--- src/rtl/pmr_pkg.sv ---
package pmr_pkg;

  localparam int          NUM_PHY       = 8;
  localparam logic [4:0]  PHY_BASE_ADDR = 5'h08;

  // Management register numbers
  localparam logic [4:0]  REG_PARTNER_BASE  = 5'h05;
  localparam logic [4:0]  REG_NEG_EXPANSION = 5'h06;
  localparam logic [4:0]  REG_NP_TRANSMIT   = 5'h07;
  localparam logic [4:0]  REG_PARTNER_NP    = 5'h08;
  localparam logic [4:0]  REG_MMD_CONTROL   = 5'h0d;
  localparam logic [4:0]  REG_MMD_ADDR_DATA = 5'h0e;
  localparam logic [4:0]  REG_SPECIAL_CTRL  = 5'h10;
  localparam logic [4:0]  REG_SPECIAL_STAT  = 5'h12;
  localparam logic [4:0]  REG_PAGE_CONTROL  = 5'h14;

  // Indirect device and register numbers
  localparam logic [4:0]  MMD_DEV_PCS       = 5'h03;
  localparam logic [4:0]  MMD_DEV_AN        = 5'h07;
  localparam logic [15:0] MMD_PCS_CONTROL1  = 16'h0000;
  localparam logic [15:0] MMD_PCS_STATUS1   = 16'h0001;
  localparam logic [15:0] MMD_EEE_CAP       = 16'h0014;
  localparam logic [15:0] MMD_WAKE_ERR      = 16'h0016;
  localparam logic [15:0] MMD_EEE_ADV       = 16'h003c;
  localparam logic [15:0] MMD_EEE_PARTNER   = 16'h003d;

  // Field positions
  localparam int BIT_NP             = 15;
  localparam int BIT_NPT_RSVD       = 14;
  localparam int BIT_REMOTE_FAULT   = 13;
  localparam int BIT_MSG_PAGE       = 13;
  localparam int BIT_BASE_RSVD      = 12;
  localparam int BIT_ACK2           = 12;
  localparam int BIT_TOGGLE         = 11;
  localparam int BIT_ASYM_PAUSE     = 11;
  localparam int BIT_SYM_PAUSE      = 10;
  localparam int MSG_MSB            = 10;
  localparam int BIT_PDF            = 4;
  localparam int BIT_PARTNER_NP     = 3;
  localparam int BIT_NP_ABLE        = 2;
  localparam int BIT_PAGE_RX        = 1;
  localparam int BIT_PARTNER_AN     = 0;
  localparam int FN_MSB             = 15;
  localparam int FN_LSB             = 14;
  localparam int DEVAD_MSB          = 4;
  localparam int BIT_APS            = 7;
  localparam int BIT_FEF_DISABLE    = 4;
  localparam int BIT_LINK_UP        = 14;
  localparam int BIT_SPEED_100      = 11;
  localparam int BIT_FULL_DUPLEX    = 10;
  localparam int BIT_CLK_STOP       = 10;
  localparam int BIT_TX_LPI_LATCH   = 11;
  localparam int BIT_RX_LPI_LATCH   = 10;
  localparam int BIT_TX_LPI_NOW     = 9;
  localparam int BIT_RX_LPI_NOW     = 8;
  localparam int BIT_EEE_100TX      = 1;
  localparam int PAGE_SEL_MSB       = 4;

  // Reset and fixed values
  localparam logic [15:0] NPT_RESET        = 16'h2001;
  localparam logic [4:0]  PAGE_SEL_RESET   = 5'h00;
  localparam logic        APS_RESET        = 1'b1;
  localparam logic        FEF_RESET        = 1'b0;
  localparam logic        CLK_STOP_RESET   = 1'b0;
  localparam logic        EEE_ADV_RESET    = 1'b1;
  localparam logic [15:0] WAKE_CNT_RESET   = 16'h0000;
  localparam logic [4:0]  DEVAD_RESET      = 5'h00;
  localparam logic [15:0] MMD_ADDR_RESET   = 16'h0000;
  localparam logic [15:0] EEE_CAP_VALUE    = 16'h0002;
  localparam logic [4:0]  PAGE_PRIMARY     = 5'h00;

  typedef enum logic [1:0] {
    MMD_FN_ADDR,
    MMD_FN_DATA,
    MMD_FN_DATA_INC_RW,
    MMD_FN_DATA_INC_WR
  } pmr_mmd_fn_t;

  typedef struct packed {
    logic        valid;
    logic        write;
    logic [4:0]  phy_addr;
    logic [4:0]  reg_addr;
    logic [15:0] wdata;
  } pmr_mgmt_req_t;

  typedef struct packed {
    logic [15:0] partner_base;
    logic [15:0] partner_next_page;
    logic        page_received;
    logic        parallel_fault;
    logic        local_an_enable;
    logic        partner_an_able;
    logic        fiber_100mb_mode;
    logic        toggle;
    logic        link_up;
    logic        speed_100;
    logic        full_duplex;
    logic        tx_lpi;
    logic        rx_lpi;
    logic        wake_error;
    logic        eee_partner_100tx;
    logic [1:0]  local_pause_adv;
  } pmr_phy_status_t;

  typedef struct packed {
    logic [15:0] next_page_word;
    logic        remote_fault;
    logic [1:0]  pause_resolved;
    logic        clock_stop_enable;
    logic        eee_adv_100tx;
  } pmr_phy_ctrl_t;

  typedef struct packed {
    logic        advanced_power_saving;
    logic        far_end_fault_disable;
    logic [4:0]  upper_register_page_select;
  } pmr_shared_ctrl_t;

endpackage

--- src/rtl/pmr_phy_mgmt_regs.sv ---
// Overview of operation
// - Partner remote fault sets the local remote-fault status output.
// - Partner pause bits read one when either side has negotiation off.
// - With negotiation off, pause comes from local advertised pause bits.
// - Parallel detection fault latches high until expansion is read.
// - Partner next-page and negotiation-able read zero in fiber or off.
// - New page latches page-received; device reports next-page able.
// - Next-page transmit word writable except toggle and bit 14.
// - Partner next-page word is presented read-only as received.
// - Shared power-saving enable resets to one and enables the mode.
// - Shared far-end-fault bit disables the function when set.
// - Special status shows link, speed and duplex, zero on other pages.
// - Function field selects address, data, or data with increments.
// - Control holds five-bit device address; middle bits read zero.
// - Address/data reaches address register or data at stored address.
// - Clock-stop enable, reset zero, allows stopping receive clock.
// - Transmit and receive low-power-idle flags latch until read.
// - Live low-power-idle indications follow the current state.
// - Efficiency capability reads one only for 100BASE-TX.
// - Sixteen-bit wake error counter counts late wake sequences.
// - Only 100BASE-TX advertisement bit writable, reset one.
// - Shared five-bit page select chooses the page for registers 16 and 18; 20 reads on any page.
// - Latching bits hold after the cause ends until their read.
`timescale 1ns/10ps
module pmr_phy_mgmt_regs #(
  parameter int         NUM_PHY  = pmr_pkg::NUM_PHY,
  parameter logic [4:0] PHY_BASE = pmr_pkg::PHY_BASE_ADDR
)
(
  input  wire logic                                    clock_in,
  input  wire logic                                    rst_n_in,
  input  wire pmr_pkg::pmr_mgmt_req_t                  mgmt_in,
  input  wire pmr_pkg::pmr_phy_status_t [NUM_PHY-1:0]  phy_status_in,
  output logic                                         mgmt_ack_out,
  output logic                          [15:0]         mgmt_rdata_out,
  output pmr_pkg::pmr_phy_ctrl_t        [NUM_PHY-1:0]  phy_ctrl_out,
  output pmr_pkg::pmr_shared_ctrl_t                    shared_ctrl_out
);

  localparam int IW = (NUM_PHY > 1) ? $clog2(NUM_PHY) : 1;

  logic [5:0]                offset_w;
  logic                      hit;
  logic [IW-1:0]             sel;
  logic                      rd;
  logic                      wr;
  pmr_pkg::pmr_phy_status_t  st;
  pmr_pkg::pmr_mmd_fn_t      cur_fn;
  logic                      an_off;
  logic                      nego_gate;
  logic                      data_acc;
  logic                      step_addr;
  logic [15:0]               mmd_data;
  logic                      mmd_pcs_stat;
  logic                      mmd_wake;
  logic                      primary_page;
  logic [15:0]               rdata;
  pmr_pkg::pmr_phy_ctrl_t    [NUM_PHY-1:0] ctrl_q;
  pmr_pkg::pmr_phy_ctrl_t    [NUM_PHY-1:0] ctrl_d;
  pmr_pkg::pmr_mmd_fn_t      fn_q       [NUM_PHY];
  pmr_pkg::pmr_mmd_fn_t      fn_d       [NUM_PHY];
  logic [4:0]                devad_q    [NUM_PHY];
  logic [4:0]                devad_d    [NUM_PHY];
  logic [15:0]               mmd_addr_q [NUM_PHY];
  logic [15:0]               mmd_addr_d [NUM_PHY];
  logic [15:0]               wake_cnt   [NUM_PHY];
  logic [NUM_PHY-1:0]        pdf_lat;
  logic [NUM_PHY-1:0]        prx_lat;
  logic [NUM_PHY-1:0]        txl_lat;
  logic [NUM_PHY-1:0]        rxl_lat;
  logic [NUM_PHY-1:0]        clr_exp;
  logic [NUM_PHY-1:0]        clr_pcs;
  logic [NUM_PHY-1:0]        clr_wake;
  pmr_pkg::pmr_shared_ctrl_t shared_q;
  pmr_pkg::pmr_shared_ctrl_t shared_d;
  logic                      ack_q;
  logic                      ack_d;
  logic [15:0]               rdata_q;
  logic [15:0]               rdata_d;

  // Only PHY addresses of this bank answer; others belong elsewhere
  always_comb
  begin
    offset_w = {1'b0, mgmt_in.phy_addr} - {1'b0, PHY_BASE};
    hit      = mgmt_in.valid && !offset_w[5] && (offset_w < 6'(NUM_PHY));
    sel      = offset_w[IW-1:0];
    rd       = hit && !mgmt_in.write;
    wr       = hit && mgmt_in.write;
  end

  genvar g;
  generate
    for (g = 0; g < NUM_PHY; g++)
    begin : g_phy
      pmr_sticky u_pdf (
        .clock_in (clock_in),
        .rst_n_in (rst_n_in),
        .set_in   (phy_status_in[g].parallel_fault),
        .clr_in   (clr_exp[g]),
        .q_out    (pdf_lat[g])
      );
      pmr_sticky u_prx (
        .clock_in (clock_in),
        .rst_n_in (rst_n_in),
        .set_in   (phy_status_in[g].page_received),
        .clr_in   (clr_exp[g]),
        .q_out    (prx_lat[g])
      );
      pmr_sticky u_txl (
        .clock_in (clock_in),
        .rst_n_in (rst_n_in),
        .set_in   (phy_status_in[g].tx_lpi),
        .clr_in   (clr_pcs[g]),
        .q_out    (txl_lat[g])
      );
      pmr_sticky u_rxl (
        .clock_in (clock_in),
        .rst_n_in (rst_n_in),
        .set_in   (phy_status_in[g].rx_lpi),
        .clr_in   (clr_pcs[g]),
        .q_out    (rxl_lat[g])
      );
      pmr_sat_counter #(.WIDTH (16)) u_wake (
        .clock_in  (clock_in),
        .rst_n_in  (rst_n_in),
        .inc_in    (phy_status_in[g].wake_error),
        .clr_in    (clr_wake[g]),
        .count_out (wake_cnt[g])
      );
    end
  endgenerate

  // Indirect register view of the selected PHY
  always_comb
  begin
    st           = phy_status_in[sel];
    cur_fn       = fn_q[sel];
    data_acc     = cur_fn != pmr_pkg::MMD_FN_ADDR;
    mmd_data     = '0;
    mmd_pcs_stat = 1'b0;
    mmd_wake     = 1'b0;
    if (devad_q[sel] == pmr_pkg::MMD_DEV_PCS)
    begin
      case (mmd_addr_q[sel])
        pmr_pkg::MMD_PCS_CONTROL1:
          mmd_data[pmr_pkg::BIT_CLK_STOP] = ctrl_q[sel].clock_stop_enable;
        pmr_pkg::MMD_PCS_STATUS1:
        begin
          mmd_pcs_stat = 1'b1;
          mmd_data[pmr_pkg::BIT_TX_LPI_LATCH] = txl_lat[sel];
          mmd_data[pmr_pkg::BIT_RX_LPI_LATCH] = rxl_lat[sel];
          mmd_data[pmr_pkg::BIT_TX_LPI_NOW]   = st.tx_lpi;
          mmd_data[pmr_pkg::BIT_RX_LPI_NOW]   = st.rx_lpi;
        end
        pmr_pkg::MMD_EEE_CAP:
          mmd_data = pmr_pkg::EEE_CAP_VALUE;
        pmr_pkg::MMD_WAKE_ERR:
        begin
          mmd_wake = 1'b1;
          mmd_data = wake_cnt[sel];
        end
        default:
          mmd_data = '0;
      endcase
    end
    else if (devad_q[sel] == pmr_pkg::MMD_DEV_AN)
    begin
      case (mmd_addr_q[sel])
        pmr_pkg::MMD_EEE_ADV:
          mmd_data[pmr_pkg::BIT_EEE_100TX] = ctrl_q[sel].eee_adv_100tx;
        pmr_pkg::MMD_EEE_PARTNER:
          mmd_data[pmr_pkg::BIT_EEE_100TX] = st.eee_partner_100tx;
        default:
          mmd_data = '0;
      endcase
    end
  end

  // Read multiplexer
  always_comb
  begin
    an_off       = !st.local_an_enable || !st.partner_an_able;
    nego_gate    = st.local_an_enable && !st.fiber_100mb_mode;
    primary_page = shared_q.upper_register_page_select
                   == pmr_pkg::PAGE_PRIMARY;
    rdata        = '0;
    case (mgmt_in.reg_addr)
      pmr_pkg::REG_PARTNER_BASE:
      begin
        rdata = st.partner_base;
        rdata[pmr_pkg::BIT_BASE_RSVD] = 1'b0;
        if (an_off)
          rdata[pmr_pkg::BIT_ASYM_PAUSE:pmr_pkg::BIT_SYM_PAUSE] =
            2'b11;
      end
      pmr_pkg::REG_NEG_EXPANSION:
      begin
        rdata[pmr_pkg::BIT_PDF]        = pdf_lat[sel];
        rdata[pmr_pkg::BIT_PARTNER_NP] = st.partner_base[pmr_pkg::BIT_NP]
                                         && nego_gate;
        rdata[pmr_pkg::BIT_NP_ABLE]    = 1'b1;
        rdata[pmr_pkg::BIT_PAGE_RX]    = prx_lat[sel];
        rdata[pmr_pkg::BIT_PARTNER_AN] = st.partner_an_able
                                         && nego_gate;
      end
      pmr_pkg::REG_NP_TRANSMIT:
      begin
        rdata = ctrl_q[sel].next_page_word;
        rdata[pmr_pkg::BIT_TOGGLE] = st.toggle;
      end
      pmr_pkg::REG_PARTNER_NP:
        rdata = st.partner_next_page;
      pmr_pkg::REG_MMD_CONTROL:
      begin
        rdata[pmr_pkg::FN_MSB:pmr_pkg::FN_LSB] = cur_fn;
        rdata[pmr_pkg::DEVAD_MSB:0] = devad_q[sel];
      end
      pmr_pkg::REG_MMD_ADDR_DATA:
        rdata = data_acc ? mmd_data : mmd_addr_q[sel];
      pmr_pkg::REG_SPECIAL_CTRL:
        if (primary_page)
        begin
          rdata[pmr_pkg::BIT_APS] = shared_q.advanced_power_saving;
          rdata[pmr_pkg::BIT_FEF_DISABLE] = shared_q.far_end_fault_disable;
        end
      pmr_pkg::REG_SPECIAL_STAT:
        if (primary_page)
        begin
          rdata[pmr_pkg::BIT_LINK_UP]     = st.link_up;
          rdata[pmr_pkg::BIT_SPEED_100]   = st.speed_100;
          rdata[pmr_pkg::BIT_FULL_DUPLEX] = st.full_duplex;
        end
      pmr_pkg::REG_PAGE_CONTROL:
        rdata[pmr_pkg::PAGE_SEL_MSB:0] = shared_q.upper_register_page_select;
      default:
        rdata = '0;
    endcase
  end

  // Next state for writes, side effects of reads and status tracking
  always_comb
  begin
    ctrl_d    = ctrl_q;
    shared_d  = shared_q;
    clr_exp   = '0;
    clr_pcs   = '0;
    clr_wake  = '0;
    ack_d     = hit;
    rdata_d   = rd ? rdata : '0;
    step_addr = data_acc && ((cur_fn == pmr_pkg::MMD_FN_DATA_INC_RW)
                || (cur_fn == pmr_pkg::MMD_FN_DATA_INC_WR && wr));
    for (int i = 0; i < NUM_PHY; i++)
    begin
      fn_d[i]       = fn_q[i];
      devad_d[i]    = devad_q[i];
      mmd_addr_d[i] = mmd_addr_q[i];
      ctrl_d[i].remote_fault =
        phy_status_in[i].partner_base[pmr_pkg::BIT_REMOTE_FAULT];
      if (!phy_status_in[i].local_an_enable
          || !phy_status_in[i].partner_an_able)
        ctrl_d[i].pause_resolved =
          phy_status_in[i].local_pause_adv;
      else
        ctrl_d[i].pause_resolved = phy_status_in[i].local_pause_adv
          & phy_status_in[i].partner_base[pmr_pkg::BIT_ASYM_PAUSE:
                                           pmr_pkg::BIT_SYM_PAUSE];
    end
    if (rd && mgmt_in.reg_addr == pmr_pkg::REG_NEG_EXPANSION)
      clr_exp[sel] = 1'b1;
    if (rd && mgmt_in.reg_addr == pmr_pkg::REG_MMD_ADDR_DATA && data_acc)
    begin
      clr_pcs[sel]  = mmd_pcs_stat;
      clr_wake[sel] = mmd_wake;
    end
    if (hit && mgmt_in.reg_addr == pmr_pkg::REG_MMD_ADDR_DATA && step_addr)
      mmd_addr_d[sel] = mmd_addr_q[sel] + 16'h0001;
    if (wr)
    begin
      case (mgmt_in.reg_addr)
        pmr_pkg::REG_NP_TRANSMIT:
        begin
          ctrl_d[sel].next_page_word = mgmt_in.wdata;
          ctrl_d[sel].next_page_word[pmr_pkg::BIT_NPT_RSVD] = 1'b0;
          ctrl_d[sel].next_page_word[pmr_pkg::BIT_TOGGLE]   = 1'b0;
        end
        pmr_pkg::REG_MMD_CONTROL:
        begin
          fn_d[sel] = pmr_pkg::pmr_mmd_fn_t'(
            mgmt_in.wdata[pmr_pkg::FN_MSB:pmr_pkg::FN_LSB]);
          devad_d[sel] = mgmt_in.wdata[pmr_pkg::DEVAD_MSB:0];
        end
        pmr_pkg::REG_MMD_ADDR_DATA:
        begin
          if (!data_acc)
            mmd_addr_d[sel] = mgmt_in.wdata;
          else if (devad_q[sel] == pmr_pkg::MMD_DEV_PCS
                   && mmd_addr_q[sel] == pmr_pkg::MMD_PCS_CONTROL1)
            ctrl_d[sel].clock_stop_enable =
              mgmt_in.wdata[pmr_pkg::BIT_CLK_STOP];
          else if (devad_q[sel] == pmr_pkg::MMD_DEV_AN
                   && mmd_addr_q[sel] == pmr_pkg::MMD_EEE_ADV)
            ctrl_d[sel].eee_adv_100tx =
              mgmt_in.wdata[pmr_pkg::BIT_EEE_100TX];
        end
        pmr_pkg::REG_SPECIAL_CTRL:
          if (primary_page)
          begin
            shared_d.advanced_power_saving =
              mgmt_in.wdata[pmr_pkg::BIT_APS];
            shared_d.far_end_fault_disable =
              mgmt_in.wdata[pmr_pkg::BIT_FEF_DISABLE];
          end
        pmr_pkg::REG_PAGE_CONTROL:
          shared_d.upper_register_page_select =
            mgmt_in.wdata[pmr_pkg::PAGE_SEL_MSB:0];
        // Reserved locations swallow writes so nothing odd is steered
        default:
          shared_d = shared_q;
      endcase
    end
  end

  always_ff @(posedge clock_in)
  begin
    if (!rst_n_in)
    begin
      ack_q    <= 1'b0;
      rdata_q  <= '0;
      shared_q <= '{advanced_power_saving: pmr_pkg::APS_RESET,
                   far_end_fault_disable: pmr_pkg::FEF_RESET,
                   upper_register_page_select: pmr_pkg::PAGE_SEL_RESET};
      for (int i = 0; i < NUM_PHY; i++)
      begin
        ctrl_q[i]     <= '{next_page_word: pmr_pkg::NPT_RESET,
                           remote_fault: 1'b0,
                           pause_resolved: 2'b00,
                           clock_stop_enable: pmr_pkg::CLK_STOP_RESET,
                           eee_adv_100tx: pmr_pkg::EEE_ADV_RESET};
        fn_q[i]       <= pmr_pkg::MMD_FN_ADDR;
        devad_q[i]    <= pmr_pkg::DEVAD_RESET;
        mmd_addr_q[i] <= pmr_pkg::MMD_ADDR_RESET;
      end
    end
    else
    begin
      ack_q    <= ack_d;
      rdata_q  <= rdata_d;
      shared_q <= shared_d;
      ctrl_q   <= ctrl_d;
      for (int i = 0; i < NUM_PHY; i++)
      begin
        fn_q[i]       <= fn_d[i];
        devad_q[i]    <= devad_d[i];
        mmd_addr_q[i] <= mmd_addr_d[i];
      end
    end
  end

  assign mgmt_ack_out    = ack_q;
  assign mgmt_rdata_out  = rdata_q;
  assign phy_ctrl_out    = ctrl_q;
  assign shared_ctrl_out = shared_q;

endmodule

--- src/rtl/pmr_sticky.sv ---
`timescale 1ns/10ps
module pmr_sticky
(
  input  wire logic clock_in,
  input  wire logic rst_n_in,
  input  wire logic set_in,
  input  wire logic clr_in,
  output logic      q_out
);

  logic q_q;
  logic q_d;

  // Set beats clear so an event in the read cycle survives
  always_comb
  begin
    q_d = set_in | (q_q & ~clr_in);
  end

  always_ff @(posedge clock_in)
  begin
    if (!rst_n_in)
      q_q <= 1'b0;
    else
      q_q <= q_d;
  end

  assign q_out = q_q;

endmodule

--- src/rtl/pmr_sat_counter.sv ---
`timescale 1ns/10ps
module pmr_sat_counter #(
  parameter int WIDTH = 16
)
(
  input  wire logic             clock_in,
  input  wire logic             rst_n_in,
  input  wire logic             inc_in,
  input  wire logic             clr_in,
  output logic      [WIDTH-1:0] count_out
);

  logic [WIDTH-1:0] cnt_q;
  logic [WIDTH-1:0] cnt_d;

  always_comb
  begin
    cnt_d = cnt_q;
    if (clr_in)
      cnt_d = inc_in ? WIDTH'(1) : '0;
    else if (inc_in && cnt_q != '1)
      cnt_d = cnt_q + WIDTH'(1);
  end

  always_ff @(posedge clock_in)
  begin
    if (!rst_n_in)
      cnt_q <= '0;
    else
      cnt_q <= cnt_d;
  end

  assign count_out = cnt_q;

endmodule

--- config.mk ---
export PLATFORM = sky130hd
export DESIGN_NAME = pmr_phy_mgmt_regs
export DESIGN_NICKNAME = d
export VERILOG_FILES = /design/src/rtl/pmr_pkg.sv /design/src/rtl/pmr_phy_mgmt_regs.sv /design/src/rtl/pmr_sticky.sv /design/src/rtl/pmr_sat_counter.sv
export SDC_FILE = /design/constraint.sdc
export NUM_CORES = 2
export LEC_CHECK = 0
export BUFFER_PORTS_ARGS = -buffer_cell sky130_fd_sc_hd__buf_2
export CAP_MARGIN = 0
export CELL_PAD_IN_SITES_DETAIL_PLACEMENT = 1
export CELL_PAD_IN_SITES_GLOBAL_PLACEMENT = 1
export CORE_ASPECT_RATIO = 0.5
export CORE_MARGIN = 2
export CORE_UTILIZATION = 43
export DETAILED_ROUTE_END_ITERATION = 6
export GPL_TIMING_DRIVEN = 0
export PLACE_DENSITY = 0.88
export SKIP_CTS_REPAIR_TIMING = 1
export SYNTH_ARGS = -nofsm -noshare
export SYNTH_HDL_FRONTEND = slang
export SYNTH_SLANG_ARGS = --single-unit
--- constraint.sdc ---
create_clock -name clock_in -period 11.5 [get_ports clock_in]
set_clock_uncertainty 0.05 [all_clocks]
set_input_delay 2.3 -clock clock_in [delete_from_list [all_inputs] [get_ports clock_in]]
set_output_delay 2.3 -clock clock_in [all_outputs]
set_load 0.005 [all_outputs]
==> summary.md <==
| Metric | Value |
|---|---|
| Status | `finished, violations left` |
| Failing checks | `DRC, capacitance limit, slew limit` |
| Tmin final | `8.38 ns` |
| Fin crit share | `72.8%` |
| Die Y | `179 um` |
| Post-route ant nets | `0` |
| Crit Path Category | `input port to flop` |
| Fmax achieved | `119 MHz` |
| PwrDens | `134 nW/um^2` |
| Setup TNS | `0 ns` |
| H-tree depth | `2` |
| Pleak | `0.0121 uW` |
| Total iterations of the first detailed-routing run | `7` |
| Setup WS pre-CTS | `3.40 ns` |
| CTS Buf Count | `50` |
| Predominant post-synthesis flop cell | `dfxtp_1` |
| Final Setup Violations | `0` |
| Syn_area_per_cell | `8.29 um^2` |
| DRC Markers | `95` |
| Initial Utilization | `43.4%` |
| Async SR Flop Fraction | `0%` |
| GRT Util Overall | `58.4%` |
| Crit path capture type | `flop` |
| Final hold vios | `0` |
| WP data required | `11.96 ns` |
| CTS clk-pin slew, worst paths | `0.07 ns` |
| Mapped Cells | `3193` |
| Max-slew violation count | `60` |
| Sequential cell area fraction in the yosys report | `40.5%` |
| CP startpoint | `mgmt_in[23]` |
| Post-synth EDFFs | `0` |
| Worst-path fanout max | `10` |
| Mapped Area | `26500 um^2` |
| IO Count | `598` |
| Synth unique cells | `85` |
| Nets@finish | `4241` |
| Largest net degree at the start of global routing | `16` |
| Worst setup slack after layout | `3.12 ns` |
| Drt wl/cell | `41.3 um` |
| CTS max path bufs | `3` |
| Final WL | `195000 um` |
| Vias per cell | `7.41` |
| Critical Path Source Type | `input port` |
| Rows | `64` |
| Net Count, Synth | `3611` |
| Register bit total from synthesis | `536` |
| Crit path DAT | `8.84 ns` |
| First-pass GRT wire length | `262000 um` |
| Initial DRC count | `6643` |
| Initial antenna violation count | `39` |
| Die ar. | `63700 um^2` |
| CTS Sinks | `536` |
| Area Overhead vs Synth | `21.7%` |
| Max-slew headroom at the worst pin | `-13.0%` |
| VDD IR-drop max | `0.000134 V` |
| Max cap viols | `7` |
| RSZ-0062 raised after global routing | `false` |
| Clk Latency, worst-skew pair | `0.64 ns` |
| GRT overflow | `0` |
| Vias in the first global route | `33264` |
| Die width | `355 um` |
| Syn. warnings | `0` |
| GPL Wtd Cong | `1.13` |
| Core Area | `61000 um^2` |
| Via count | `34974` |
| Dpl hpwl | `150000 um` |
| Port Buf Inserts | `575` |
| Layout cells sized above 1 | `20.0%` |
| CTS tree | `done` |
| Hold Path Class | `flop to flop` |
| Root buffer cell | `clkbuf_16` |
| Slew at the pin closest to its max-slew limit | `1.69 ns` |
[metal layers]
| metal | part of all wire [%] | track usage [%] | up-vias |
|---|---|---|---|
| met2 | 37 | 77.6 | 3664 |
| met1 | 36 | 71.2 | 17088 |
| met5 | 0.18 | 4.67 | - |
| met3 | 17 | 32.2 | 1100 |
| met4 | 9.0 | 39.0 | 22 |
| li1 | - | - | 13100 |
[logic make-up (layout without fill, tap and decap cells)]
kind of cell,Yosys count,after routing,share of synthesized area (%)
compound gates,1028,1028,26.4
xor+xnor,127,127,4.20
fa+ha+maj,12,12,0.567
buf+inv,299,968,4.57
flops,536,536,40.5
mux,89,89,4.86
other cells,0,33,0
simple gates,1102,1102,18.9
[layout by cell type (no fill, tap or decap), types with 30 or more instances in the layout]
cell type	count
buf_2	610
dfxtp_1	536
nand2_1	435
nor2_1	298
a21oi_1	272
clkbuf_1	217
a22oi_1	213
o21ai_0	119
nand3_1	108
o22ai_1	91
xnor2_1	69
xor2_1	58
nand4_1	55
clkbuf_16	51
nor3_1	40
and3_1	39
mux2i_1	38
a22o_1	35
diode_2	33
a221oi_1	32
inv_1	30
[layout make-up]
cell class	count	area (um^2)
Clock inverter	21	320
Buffer	268	1090
Multi-Input combinational cell	2358	14600
Antenna cell	33	82.6
Clock buffer	70	1400
Fill cell	7530	28800
Sequential cell	536	10700
Inverter	31	116
Tap cell	825	1030
Timing Repair Buffer	578	2900
[worst max-delay path, stage by stage]
cell and delay [ns]:
buf_2 0.36, buf_1 0.56, clkbuf_1 0.78, and3b_1 0.27, clkbuf_1 0.49, clkbuf_1 0.98
clkbuf_1 0.79, buf_2 0.53, a22oi_1 0.16, a41oi_1 0.81, nor2_1 0.44, a21oi_1 0.30
[metrics by stage]
| stage | hold slack [ns] | util (%) | cell area [um^2] | instances | total power [uW] |
|---|---|---|---|---|---|
| 2_1_floorplan | 0.379 | - | 26500 | 3193 | 2120 |
| 3_3_place_gp | 0.400 | 49.8 | 30400 | 4593 | 2410 |
| 3_5_place_dp | 0.409 | 49.8 | 30400 | 4594 | 2410 |
| 4_1_cts | 0.420 | 52.7 | 32100 | 4685 | 4200 |
| 5_1_grt | 0.440 | 52.7 | 32200 | 4702 | 4330 |
| 6_report | 0.426 | 52.8 | 32200 | 4720 | 4310 |
[where the power goes]
| group | internal, uW | switching (uW) |
|---|---|---|
| Sequential | 1870 | 19.4 |
| Combinational | 142 | 401 |
| Clock | 1010 | 863 |
| Total | 3030 | 1280 |
[synthesized netlist by cell type, types with 41 or more instances]
library cell / count / area (um^2)
o21ai_0: 119 / 596
nand3_1: 108 / 541
a21oi_1: 272 / 1360
o22ai_1: 91 / 569
xor2_1: 58 / 508
nor2_1: 298 / 1120
nor3_1: 41 / 205
dfxtp_1: 536 / 10700
clkbuf_1: 203 / 762
a22oi_1: 213 / 1600
nand2_1: 435 / 1630
xnor2_1: 69 / 604
nand4_1: 55 / 344
[final timing paths]
check	slack (ns)	endpoint	cells after the start
min	0.43	flop	2
min reg2reg	0.43	flop	2
max reg2reg	6.82	g_phy[4].u_rxl.q_out$_SDFF_PN0_	8
max	3.12	mgmt_rdata_out[13]$_SDFF_PN0_	12
Power figures use the tool's default switching activity.
